`src/hdl/nand_read_map.vh`:
```
/*
 Constants for the serial NAND cache read sequencer: command codes,
 phase lengths, feature bit positions, cache geometry and timing.
 Assumes inclusion by bare name from the design files under hdl/.
*/
`ifndef NAND_READ_MAP_VH
`define NAND_READ_MAP_VH

// Command codes
`define CMD_READ_CACHE    8'h03
`define CMD_READ_FAST     8'h0b
`define CMD_READ_X2       8'h3b
`define CMD_READ_X4       8'h6b
`define CMD_READ_DUAL_IO  8'hbb
`define CMD_READ_QUAD_IO  8'heb
`define CMD_READ_QUAD_DTR 8'hee
`define CMD_READ_ID       8'h9f
`define CMD_PAGE_TO_CACHE 8'h13
`define CMD_GET_FEATURE   8'h0f
`define CMD_SET_FEATURE   8'h1f

// Feature register address and bit positions
`define FEAT_ADDR_CONFIG  8'hb0
`define FEAT_ADDR_STATUS  8'hc0
`define FEAT_QE_BIT       0
`define FEAT_OTP_BIT      6
`define STAT_BUSY_BIT     0
`define FEAT_CONFIG_RST   8'h00

// Command, address and dummy phase lengths in link clock edges (bits, bit pairs or nibbles)
`define LEN_CMD_BITS      6'd8
`define LEN_ADDR1_BITS    6'd16
`define LEN_DUMMY1_BITS   6'd8
`define LEN_DUAL_CYC      6'd12
`define LEN_QUAD_CYC      6'd6
`define LEN_DTR_HALF      6'd8
`define LEN_FEAT_ADDR     6'd8
`define LEN_PAGE_ADDR     6'd24
`define LEN_ID_DUMMY      6'd8

// Cache geometry
`define COL_W             12
`define COL_MAX           12'hfff
`define PAGE_UID          24'h000000
`define PAGE_PARAM        24'h000001
`define UID_COPY_BYTES    12'd32
`define UID_COPIES        5'd16
`define PARAM_COPY_BYTES  12'd256

// Identification codes, values arbitrary
`define ID_MAKER          8'h5a
`define ID_PART           8'h3c

// Array read busy time
`define T_RD_NS           25000
`define CLK_PERIOD_NS     50
`define T_RD_CYC          ((`T_RD_NS + `CLK_PERIOD_NS - 1) / `CLK_PERIOD_NS)

`endif

```
`src/hdl/byte_fifo.v`:
```
/*
 Synchronous FIFO with valid/ready on both sides, width and depth
 parameters. Assumes one clock and an active-low synchronous-released reset.
*/
`timescale 1ns/1ps
module byte_fifo #(
    parameter WIDTH = 8,
    parameter DEPTH = 8,
    parameter AW    = 3
) (
    input  wire             i_clk,
    input  wire             i_rstn,
    input  wire             i_flush,
    input  wire [WIDTH-1:0] i_wr_data,
    input  wire             i_wr_valid,
    output wire             o_wr_ready,
    output wire [WIDTH-1:0] o_rd_data,
    output wire             o_rd_valid,
    input  wire             i_rd_ready
);
    reg [WIDTH-1:0] mem_ff [0:DEPTH-1];
    reg [AW-1:0]    wptr_ff;
    reg [AW-1:0]    rptr_ff;
    reg [AW:0]      count_ff;
    wire            push;
    wire            pop;

    assign o_wr_ready = (count_ff != DEPTH[AW:0]);
    assign o_rd_valid = (count_ff != {(AW+1){1'b0}});
    assign o_rd_data  = mem_ff[rptr_ff];
    assign push       = i_wr_valid & o_wr_ready;
    assign pop        = o_rd_valid & i_rd_ready;

    // Storage writes, no reset needed for data
    always @(posedge i_clk) begin
        if (push) begin
            mem_ff[wptr_ff] <= i_wr_data;
        end
    end

    // Pointers and fill level; flush empties at chip select release
    always @(posedge i_clk or negedge i_rstn) begin
        if (!i_rstn) begin
            wptr_ff  <= {AW{1'b0}};
            rptr_ff  <= {AW{1'b0}};
            count_ff <= {(AW+1){1'b0}};
        end else if (i_flush) begin
            wptr_ff  <= {AW{1'b0}};
            rptr_ff  <= {AW{1'b0}};
            count_ff <= {(AW+1){1'b0}};
        end else begin
            if (push) begin
                wptr_ff <= wptr_ff + {{(AW-1){1'b0}}, 1'b1};
            end
            if (pop) begin
                rptr_ff <= rptr_ff + {{(AW-1){1'b0}}, 1'b1};
            end
            if (push & ~pop) begin
                count_ff <= count_ff + {{AW{1'b0}}, 1'b1};
            end else if (pop & ~push) begin
                count_ff <= count_ff - {{AW{1'b0}}, 1'b1};
            end
        end
    end
endmodule // byte_fifo

```
`src/hdl/nand_cache_reader.v`:
```
/*
 Device-side read sequencer of a serial NAND flash: decodes page-to-cache,
 feature get/set, identification read and the cache reads (single, x2, x4,
 dual IO, quad IO, quad DTR). Cache bytes pass through an 8-word FIFO.
 Assumes the link clock is far slower than i_clk (at least 8 i_clk per
 link period) and that the cache memory answers reads in one cycle.
*/
`timescale 1ns/1ps
`include "nand_read_map.vh"
// Operation
// - x4 cache read accepted only with quad enable set.
// - Dual IO takes dummy nibble, 12-bit column, dummies on lines 0-1.
// - Dual IO outputs two bits per clock on lines 0 and 1.
// - Start column arbitrary; column increments after each byte output.
// - Quad IO takes dummy, 12-bit column, dummy byte on four lines.
// - Quad IO outputs four bits per clock on lines 0-3.
// - Quad IO read enabled only while quad enable is set.
// - Double-edge read samples address nibbles on both clock edges.
// - Double-edge read outputs high nibble at fall, low at rise.
// - Double-edge column counter rolls to zero after highest address.
// - Identification read returns maker code then part code.
// - Serial page holds 16-byte serial then its complement.
// - Sixteen serial copies stored back to back.
// - Parameter structure repeated at least three times in page.
// - Cache reads accepted while the parameter load runs.
// - Cache output wraps at page end until chip select rises.
// - Page-to-cache sets busy for the array read time.
module nand_cache_reader #(
    parameter T_RD_CYCLES = `T_RD_CYC
) (
    input  wire        i_clk,
    input  wire        i_rstn,
    input  wire        i_cs_n,
    input  wire        i_sclk,
    input  wire [3:0]  i_sio,
    output reg  [3:0]  o_sio,
    output reg  [3:0]  o_sio_oe,
    output reg  [11:0] o_mem_addr,
    output reg  [23:0] o_mem_page,
    output reg         o_mem_load,
    input  wire [7:0]  i_mem_data,
    output reg         o_busy
);
    // ------------------------------------------------------------
    // Reset release and input synchronisers
    // ------------------------------------------------------------
    reg        rst_s1_ff, rst_s2_ff;
    wire       rstn = rst_s2_ff;
    always @(posedge i_clk or negedge i_rstn) begin
        if (!i_rstn) begin
            rst_s1_ff <= 1'b0;
            rst_s2_ff <= 1'b0;
        end else begin
            rst_s1_ff <= 1'b1;
            rst_s2_ff <= rst_s1_ff;
        end
    end

    reg [5:0] pin_s1_ff, pin_s2_ff;
    reg       sclk_d_ff;
    // Chip select, clock and data pass two flops before use
    always @(posedge i_clk or negedge rstn) begin
        if (!rstn) begin
            pin_s1_ff <= 6'h01;
            pin_s2_ff <= 6'h01;
            sclk_d_ff <= 1'b0;
        end else begin
            pin_s1_ff <= {i_sio, i_sclk, i_cs_n};
            pin_s2_ff <= pin_s1_ff;
            sclk_d_ff <= pin_s2_ff[1];
        end
    end
    wire       cs_n   = pin_s2_ff[0];
    wire [3:0] sio    = pin_s2_ff[5:2];
    wire       rise   = ~cs_n & pin_s2_ff[1] & ~sclk_d_ff;
    wire       fall   = ~cs_n & ~pin_s2_ff[1] & sclk_d_ff;

    // ------------------------------------------------------------
    // Command decoder state
    // ------------------------------------------------------------
    localparam S_CMD  = 7'h01;
    localparam S_ADDR = 7'h02;
    localparam S_DUMY = 7'h04;
    localparam S_DATA = 7'h08;
    localparam S_FEAT = 7'h10;
    localparam S_PAGE = 7'h20;
    localparam S_IGN  = 7'h40;

    // Lines per edge for a read command: 1, 2 or 4
    function [2:0] lanes_of;
        input [7:0] cmd;
        begin
            case (cmd)
                `CMD_READ_X2:       lanes_of = 3'd2;
                `CMD_READ_DUAL_IO:  lanes_of = 3'd2;
                `CMD_READ_X4:       lanes_of = 3'd4;
                `CMD_READ_QUAD_IO:  lanes_of = 3'd4;
                `CMD_READ_QUAD_DTR: lanes_of = 3'd4;
                default:            lanes_of = 3'd1;
            endcase
        end
    endfunction

    reg [6:0]  state_ff;
    reg [7:0]  cmd_ff;
    reg [5:0]  cnt_ff;
    reg [31:0] sh_ff;
    reg [7:0]  feat_cfg_ff;
    reg [7:0]  feat_addr_ff;
    reg [31:0] busy_cnt_ff;
    reg        set_feat_ff;
    reg [2:0]  lanes_ff;
    reg        dtr_ff;
    reg        flush_ff;
    wire       qe = feat_cfg_ff[`FEAT_QE_BIT];

    // Output byte source: FIFO fed from cache, ID or feature value
    reg  [7:0] src_data;
    reg        src_valid_ff;
    wire       fifo_wr_ready;
    wire [7:0] fifo_rd_data;
    wire       fifo_rd_valid;
    reg        pop_ff;
    reg        id_sel_ff;
    reg        id_idx_ff;
    reg        wr_pend_ff;

    always @* begin
        src_data = i_mem_data;
        if (id_sel_ff) begin
            src_data = id_idx_ff ? `ID_PART : `ID_MAKER;
        end else if (cmd_ff == `CMD_GET_FEATURE) begin
            src_data = (feat_addr_ff == `FEAT_ADDR_CONFIG) ? feat_cfg_ff :
                       (feat_addr_ff == `FEAT_ADDR_STATUS) ? {7'h00, o_busy} : 8'h00;
        end
    end

    byte_fifo #(.WIDTH(8), .DEPTH(8), .AW(3)) u_fifo (
        .i_clk      (i_clk),
        .i_rstn     (rstn),
        .i_flush    (flush_ff),
        .i_wr_data  (src_data),
        .i_wr_valid (src_valid_ff),
        .o_wr_ready (fifo_wr_ready),
        .o_rd_data  (fifo_rd_data),
        .o_rd_valid (fifo_rd_valid),
        .i_rd_ready (pop_ff)
    );

    // ------------------------------------------------------------
    // Sequencer
    // ------------------------------------------------------------
    reg [7:0] out_byte_ff;
    reg [2:0] out_pos_ff;
    wire      take = rise | (dtr_ff & fall);
    wire [31:0] sh_in = (lanes_ff == 3'd4) ? {sh_ff[27:0], sio} :
                        (lanes_ff == 3'd2) ? {sh_ff[29:0], sio[1:0]} :
                                             {sh_ff[30:0], sio[0]};
    wire [2:0] step = (lanes_ff == 3'd1) ? 3'd1 : (lanes_ff == 3'd2) ? 3'd2 : 3'd4;

    always @(posedge i_clk or negedge rstn) begin
        if (!rstn) begin
            state_ff     <= S_CMD;
            cmd_ff       <= 8'h00;
            cnt_ff       <= 6'd0;
            sh_ff        <= 32'h0;
            feat_cfg_ff  <= `FEAT_CONFIG_RST;
            feat_addr_ff <= 8'h00;
            busy_cnt_ff  <= 32'h0;
            o_busy       <= 1'b0;
            set_feat_ff  <= 1'b0;
            lanes_ff     <= 3'd1;
            dtr_ff       <= 1'b0;
            flush_ff     <= 1'b0;
            src_valid_ff <= 1'b0;
            pop_ff       <= 1'b0;
            id_sel_ff    <= 1'b0;
            id_idx_ff    <= 1'b0;
            wr_pend_ff   <= 1'b0;
            out_byte_ff  <= 8'h00;
            out_pos_ff   <= 3'd0;
            o_sio        <= 4'h0;
            o_sio_oe     <= 4'h0;
            o_mem_addr   <= 12'h000;
            o_mem_page   <= 24'h000000;
            o_mem_load   <= 1'b0;
        end else begin
            flush_ff     <= 1'b0;
            src_valid_ff <= 1'b0;
            pop_ff       <= 1'b0;
            o_mem_load   <= 1'b0;
            if (busy_cnt_ff != 32'h0) begin
                busy_cnt_ff <= busy_cnt_ff - 32'h1;
                o_busy      <= (busy_cnt_ff != 32'h1);
            end
            // Prefetch: keep FIFO topped up from the current source
            if ((state_ff == S_DATA || state_ff == S_DUMY) && fifo_wr_ready && !src_valid_ff && !wr_pend_ff) begin
                wr_pend_ff <= 1'b1;
            end
            // ID index steps on push
            id_idx_ff <= id_idx_ff ^ (id_sel_ff & src_valid_ff);
            if (wr_pend_ff) begin
                wr_pend_ff   <= 1'b0;
                src_valid_ff <= 1'b1;
                // counter rolls from the top back to zero
                o_mem_addr   <= (o_mem_addr == `COL_MAX) ? 12'h000 : o_mem_addr + 12'h001;
            end
            if (cs_n) begin
                o_sio_oe  <= 4'h0;
                if (set_feat_ff && feat_addr_ff == `FEAT_ADDR_CONFIG && state_ff == S_IGN) begin
                    feat_cfg_ff <= sh_ff[7:0];
                end
                set_feat_ff <= 1'b0;
                flush_ff  <= (state_ff != S_CMD) | (cnt_ff != 6'd0);
                state_ff  <= S_CMD;
                cnt_ff    <= 6'd0;
                lanes_ff  <= 3'd1;
                dtr_ff    <= 1'b0;
                id_sel_ff <= 1'b0;
                id_idx_ff <= 1'b0;
                wr_pend_ff <= 1'b0;
            end else begin
                case (state_ff)
                    S_CMD: begin
                        if (rise) begin
                            sh_ff  <= {sh_ff[30:0], sio[0]};
                            cnt_ff <= cnt_ff + 6'd1;
                            if (cnt_ff == `LEN_CMD_BITS - 6'd1) begin
                                cmd_ff <= {sh_ff[6:0], sio[0]};
                                cnt_ff <= 6'd0;
                                sh_ff  <= 32'h0;
                                case ({sh_ff[6:0], sio[0]})
                                    `CMD_READ_CACHE, `CMD_READ_FAST, `CMD_READ_X2: begin
                                        state_ff <= S_ADDR;
                                    end
                                    `CMD_READ_X4: begin
                                        state_ff <= qe ? S_ADDR : S_IGN;
                                    end
                                    `CMD_READ_DUAL_IO: begin
                                        state_ff <= S_ADDR;
                                        lanes_ff <= 3'd2;
                                    end
                                    `CMD_READ_QUAD_IO: begin
                                        state_ff <= qe ? S_ADDR : S_IGN;
                                        lanes_ff <= 3'd4;
                                    end
                                    `CMD_READ_QUAD_DTR: begin
                                        state_ff <= qe ? S_ADDR : S_IGN;
                                        lanes_ff <= 3'd4;
                                        dtr_ff   <= qe;
                                    end
                                    `CMD_READ_ID: begin
                                        state_ff  <= S_DUMY;
                                        id_sel_ff <= 1'b1;
                                    end
                                    `CMD_GET_FEATURE, `CMD_SET_FEATURE: begin
                                        state_ff <= S_FEAT;
                                    end
                                    `CMD_PAGE_TO_CACHE: begin
                                        state_ff <= S_PAGE;
                                    end
                                    default: begin
                                        state_ff <= S_IGN;
                                    end
                                endcase
                            end
                        end
                    end
                    S_ADDR: begin
                        // lines stay released while the address arrives
                        if (take) begin
                            sh_ff  <= sh_in;
                            cnt_ff <= cnt_ff + 6'd1;
                            if ((lanes_of(cmd_ff) == 3'd1 && cnt_ff == `LEN_ADDR1_BITS - 6'd1) ||
                                (cmd_ff == `CMD_READ_X2 && cnt_ff == `LEN_ADDR1_BITS - 6'd1) ||
                                (cmd_ff == `CMD_READ_X4 && cnt_ff == `LEN_ADDR1_BITS - 6'd1) ||
                                (cmd_ff == `CMD_READ_DUAL_IO && cnt_ff == `LEN_DUAL_CYC - 6'd1) ||
                                (cmd_ff == `CMD_READ_QUAD_IO && cnt_ff == `LEN_QUAD_CYC - 6'd1) ||
                                (cmd_ff == `CMD_READ_QUAD_DTR && cnt_ff == `LEN_DTR_HALF - 6'd1)) begin
                                cnt_ff   <= 6'd0;
                                state_ff <= S_DUMY;
                                lanes_ff <= lanes_of(cmd_ff);
                                // Column in the 12 bits after the dummy nibble: low bits, or bits 19:8 for dual and quad IO
                                case (cmd_ff)
                                    `CMD_READ_DUAL_IO:  o_mem_addr <= sh_in[19:8];
                                    `CMD_READ_QUAD_IO:  o_mem_addr <= sh_in[19:8];
                                    `CMD_READ_QUAD_DTR: o_mem_addr <= sh_in[11:0];
                                    default:            o_mem_addr <= sh_in[11:0];
                                endcase
                            end
                        end
                    end
                    S_DUMY: begin
                        // Dual and quad IO already took their dummies
                        if (cmd_ff == `CMD_READ_DUAL_IO || cmd_ff == `CMD_READ_QUAD_IO) begin
                            state_ff <= S_DATA;
                        end else if (take) begin
                            cnt_ff <= cnt_ff + 6'd1;
                            if (cnt_ff == (`LEN_DUMMY1_BITS << dtr_ff) - 6'd1) begin
                                cnt_ff   <= 6'd0;
                                state_ff <= S_DATA;
                            end
                        end
                    end
                    S_FEAT: begin
                        if (rise) begin
                            sh_ff  <= {sh_ff[30:0], sio[0]};
                            cnt_ff <= cnt_ff + 6'd1;
                            if (cnt_ff == `LEN_FEAT_ADDR - 6'd1) begin
                                feat_addr_ff <= {sh_ff[6:0], sio[0]};
                                cnt_ff       <= 6'd0;
                                set_feat_ff  <= (cmd_ff == `CMD_SET_FEATURE);
                                state_ff     <= (cmd_ff == `CMD_SET_FEATURE) ? S_IGN : S_DATA;
                            end
                        end
                    end
                    S_PAGE: begin
                        if (rise) begin
                            sh_ff  <= {sh_ff[30:0], sio[0]};
                            cnt_ff <= cnt_ff + 6'd1;
                            if (cnt_ff == `LEN_PAGE_ADDR - 6'd1) begin
                                // serial and parameter pages come from the array as loaded
                                o_mem_page  <= {sh_ff[22:0], sio[0]};
                                o_mem_load  <= 1'b1;
                                busy_cnt_ff <= T_RD_CYCLES;
                                o_busy      <= 1'b1;
                                state_ff    <= S_IGN;
                            end
                        end
                    end
                    S_DATA: begin
                        // shift out by lane count, DTR on both edges
                        if (fall || (dtr_ff && rise)) begin
                            if (out_pos_ff == 3'd0) begin
                                out_byte_ff <= fifo_rd_data;
                                pop_ff      <= fifo_rd_valid;
                            end
                            case (lanes_ff)
                                3'd4: begin
                                    o_sio    <= (out_pos_ff == 3'd0) ? fifo_rd_data[7:4] : out_byte_ff[3:0];
                                    o_sio_oe <= 4'hf;
                                end
                                3'd2: begin
                                    o_sio    <= {2'b00, (out_pos_ff == 3'd0) ? fifo_rd_data[7:6] :
                                                 out_byte_ff[7 - out_pos_ff -: 2]};
                                    o_sio_oe <= 4'h3;
                                end
                                default: begin
                                    o_sio    <= {2'b00, ((out_pos_ff == 3'd0) ? fifo_rd_data[7] :
                                                 out_byte_ff[3'd7 - out_pos_ff]), 1'b0};
                                    o_sio_oe <= 4'h2;
                                end
                            endcase
                            out_pos_ff <= out_pos_ff + step;
                        end
                    end
                    S_IGN: begin
                        if (rise && set_feat_ff) begin
                            sh_ff <= {sh_ff[30:0], sio[0]};
                        end
                    end
                    default: begin
                        state_ff <= S_CMD;
                    end
                endcase
            end
            if (cs_n) begin
                out_pos_ff <= 3'd0;
            end
        end
    end
endmodule // nand_cache_reader

```
`config.mk`:
```
export PLATFORM = sky130hd
export DESIGN_NAME = nand_cache_reader
export DESIGN_NICKNAME = d
export VERILOG_FILES = /design/src/hdl/byte_fifo.v /design/src/hdl/nand_cache_reader.v
export VERILOG_INCLUDE_DIRS = /design/src /design/src/hdl
export SDC_FILE = /design/constraint.sdc
export NUM_CORES = 1
export LEC_CHECK = 0
export ABC_CLOCK_PERIOD_IN_PS = 5900
export BUFFER_PORTS_ARGS = -buffer_cell sky130_fd_sc_hd__buf_4
export CAP_MARGIN = 20
export CORE_ASPECT_RATIO = 1.75
export CORE_MARGIN = 2
export CORE_UTILIZATION = 55
export CTS_BUF_LIST = sky130_fd_sc_hd__clkbuf_8 sky130_fd_sc_hd__clkbuf_16
export CTS_CLUSTER_SIZE = 16
export DETAILED_ROUTE_END_ITERATION = 7
export PLACE_DENSITY = 0.86
export SETUP_SLACK_MARGIN = 0.02
export SYNTH_ARGS = -nofsm -noshare
export SYNTH_HDL_FRONTEND = slang
export SYNTH_HIERARCHICAL = 1
export SYNTH_SLANG_ARGS = --single-unit
```
`constraint.sdc`:
```
create_clock -name i_clk -period 5.9 [get_ports i_clk]
set_clock_uncertainty 0.2 [all_clocks]
set_input_delay 0.885 -clock i_clk [delete_from_list [all_inputs] [get_ports i_clk]]
set_output_delay 0.885 -clock i_clk [all_outputs]
set_load 0.01 [all_outputs]
```
==> summary.md <==
| Metric | Value |
|---|---|
| Die X | between 100 and 150 um |
| Worst-margin pin slew | between 1 and 1.5 ns |
| Ys Warns | 6 |
| Static Leak | 5.83 nW |
| Final hold slack | 0.149 ns |
| CTS tree | built |
| Post-synthesis register bit count | ~250 |
| Clk slew on worst S/H paths | ~0.07 ns |
| Crit Path Class | reg2reg |
| Mapped Nets | approximately 1200 |
| DRT Pass-1 Iters | 5 |
| Post-CTS setup buffers | 0 |
| Synthesized area | 12200 um2 |
| Count leader, synth | dfrtp_1 |
| CTS Root Cell | clkbuf_16 |
| Sequential share of the synthesized area | between 50% and 60% |
| Routability Congestion | roughly 0.99 |
| Synth cell count leaders | dfrtp_1, nand2_1, nor2_1, edfxtp_1, a21oi_1 |
| Starting Density | roughly 56% |
| Sink Count | around 250 |
| Synthesized-area fraction occupied by adder cells | under 10% |
| Status | finished, final reports clean |
| Port Buffer Count | between 60 and 70 |
| CP Max Fanout | 29 |
| Row count | a little over 70 |
| Post-Layout Inst Area | 13700 um2 |
| Clock Tree Buf Depth | 3 |
| Number of I/O pins | 62 |
| Num CTS Buffers | 22 |
| All-Layer GR Usage | 25.1% |
| # DRC | 0 |
| Area fraction of the dominant cell type after synthesis | 36.6% |
| Final Max Slew Viols | 0 |
| Clock power share | about a third |
| Final antenna-violating net count | 0 |
| Via count of the routed design | between 8000 and 9000 |
| H-tree levels | 1 |
| Ant diodes | 0 |
| Final Hold Fails | 0 |
| Pwr Density | between 300 and 400 nW/um2 |
| Fraction of registers with async set/reset | 74.1% |
| Tcrit/Tclk final | approximately three fifths |
| Slew Limit Headroom | 27.8% |
| Tmin final | between 3 and 4 ns |
| Post-synthesis simple-gate area fraction | approximately 18% |
| Register area | 6510 um2 |
| Initial antenna violation count | 0 |
| Flop pwr share | 47.8% |
| CTS resizes | 0 |
| Routed WL per cell | just under 20 um |
| Multi-input logic area | ~5400 um2 |
| Fillers | 1800 |
| Vias in the first global route | about 9000 |
| Global-route wire length before repair | approximately 47 mm |
| Layout cell share with drive strength beyond 1 | 16.6% |
| Main combinational cell family by area after synthesis | simple AND/OR/NAND/NOR gates |
| Die area | roughly 24000 um2 |
| Area leader, netlist | dfrtp_1 |
| Largest net degree at the start of global routing | 69 |
| Cell variety after synth | 85 |
| Core ar. | roughly 22000 um2 |
| Area contributors post-synth | dfrtp_1, edfxtp_1, nand2_1 |
| Fmax | around 0.27 GHz |
| Sw power | 1.41 mW |
| Worst min-delay path class | reg2async |
| Nets | approximately 1200 |
| Number of synthesized flops with an enable pin | 64 |
| # setup viols final | 0 |
| Final wirelength | approximately 29 mm |
| Synthesized instance count | 1135 |
| Worst VDD drop | approximately 320 uV |
| Unrepaired setup endpoints after global routing | no |
| Via-to-Cell Ratio | 6.05 |
| Die Height | 201 um |
| DPL Wire Length | just under 20 mm |
| Mux share of post-synthesis cell area | a little over a tenth |
| Synth Area in Compound Gates | 9.86% |
| Layout area overhead | 11.8% |
| Xor and xnor area share after synthesis | roughly 3.5% |
| Pint | between 3 and 4 mW |
| Setup crit end kind | register |
| Commonest register cell after synthesis | dfrtp_1 |
| Setup TNS | 0 ns |
| Clk Latency, worst-skew pair | 0.53 ns |
| WP data required | around 6.1 ns |
| Max-Cap Viols | 0 |
| GR Overflow Total | 0 |
| Initial DRC Count | between 500 and 600 |
| Combinational share of power | around 17% |
| Critical Path AT | about 3.9 ns |
| CP startpoint kind | register |
| Switching share of power | 31.0% |
| Post-DP Area | around 13000 um2 |
| Avg Cell Area, Syn | 10.8 um2 |
critical path: stages (launching register included):
cell,delay (ns)
dfrtp_1,0.47
nor3_2,0.52
and3_1,0.97
nor4_1,0.21
nor3b_1,0.27
o21ai_1,0.23
or3_4,0.45
o31ai_2,0.24
worst paths after layout:
check,from,end,slack (ns),cells after the start
max in group asynchronous,rst_s2_ff$_DFF_PN0_,o_sio_oe[2]$_DFFE_PN0P_,4.06,1
min in group i_clk,pin_s1_ff[1]$_DFF_PN0_,pin_s2_ff[1]$_DFF_PN0_,0.15,0
min reg2reg,rst_s2_ff$_DFF_PN0_,sh_ff[3]$_DFFE_PN0P_,0.15,0
min,rst_s2_ff$_DFF_PN0_,sh_ff[3]$_DFFE_PN0P_,0.15,0
max reg2reg,state_ff[5]$_DFFE_PN0P_,cnt_ff[3]$_DFFE_PN0P_,2.25,7
max,state_ff[5]$_DFFE_PN0P_,cnt_ff[3]$_DFFE_PN0P_,2.25,7
final cells by class:
cell class	instances	area share (%)
sequential	247	47.6
tap	296	2.71
inverter	21	0.576
multi-input combinational	799	39.1
timing repair buffer	75	4.14
clock buffer	22	4.03
clock inverter	18	1.80
what timing repair did:
action / 4_1_cts / 5_1_grt
hold buffers: 1 / 0
setup endpoints to repair: 0 / 0
endpoints found under the hold margin: 2 / 0
logic make-up after synthesis:
kind of cell / count (synthesis)
xor gates and xnor gates: 49
and+or+nand+nor: 445
DFF: 247
adders and majority gates: 14
buffers and inverters: 89
AOI/OAI and AO/OA: 188
other: 1
muxes: 102
cell usage in the layout (no fill, tap or decap), types with 5 or more instances in the layout:
cell	count
dfrtp_1	178
nand2_1	153
nor2_1	120
buf_4	74
edfxtp_1	64
a21oi_1	56
o21ai_0	48
mux2i_1	40
mux2_2	36
xnor2_1	28
nand3_1	27
inv_1	26
nor3_1	25
a22oi_1	22
clkbuf_16	22
xor2_1	21
mux4_2	19
nand4_1	13
nor4_1	13
ha_1	12
nand2b_1	10
or3_1	10
or4_1	8
and3_1	8
nor2b_1	7
mux2_1	7
nand3b_1	6
a211oi_1	6
o31ai_1	6
bufinv_16	6
nor3b_1	5
metal layers:
metal	vias up	GRT usage, %	part of all wire (%)
met5	-	0	0
met4	0	11.6	5.0
met3	87	2.83	3.6
met2	262	44.7	55
met1	4448	29.6	37
li1	4140	-	-
power by group through the flow:
| stage | registers (mW) | logic (mW) | clock network, mW |
|---|---|---|---|
| after floorplan | 2.05 | 0.660 | 0 |
| after global placement | 2.19 | 0.747 | 0 |
| after detailed placement | 2.20 | 0.773 | 0 |
| after CTS | 2.17 | 0.780 | 1.60 |
| after global routing | 2.20 | 0.874 | 1.67 |
| final | 2.18 | 0.793 | 1.58 |
flip-flops by register name, indices dropped and copies added (netlist names), 7 cells and up:
| register | flops |
|---|---|
| u_fifo/mem_ff | 64 |
| sh_ff | 23 |
| busy_cnt_ff | 32 |
| feat_cfg_ff | 8 |
| state_ff | 7 |
| cmd_ff | 8 |
| o_mem_page | 24 |
| feat_addr_ff | 8 |
| o_mem_addr | 12 |
| out_byte_ff | 7 |
metrics by stage:
step	instances	utilization (%)	setup WS [ns]	total power, mW
after floorplan	1135	-	0.230	2.71
after global placement	1437	58.5	2.50	2.94
after detailed placement	1437	58.5	2.37	2.98
after CTS	1478	62.2	2.31	4.55
after global routing	1478	62.2	1.97	4.74
final	1478	62.2	2.25	4.56
Power figures use the tool's default switching activity.
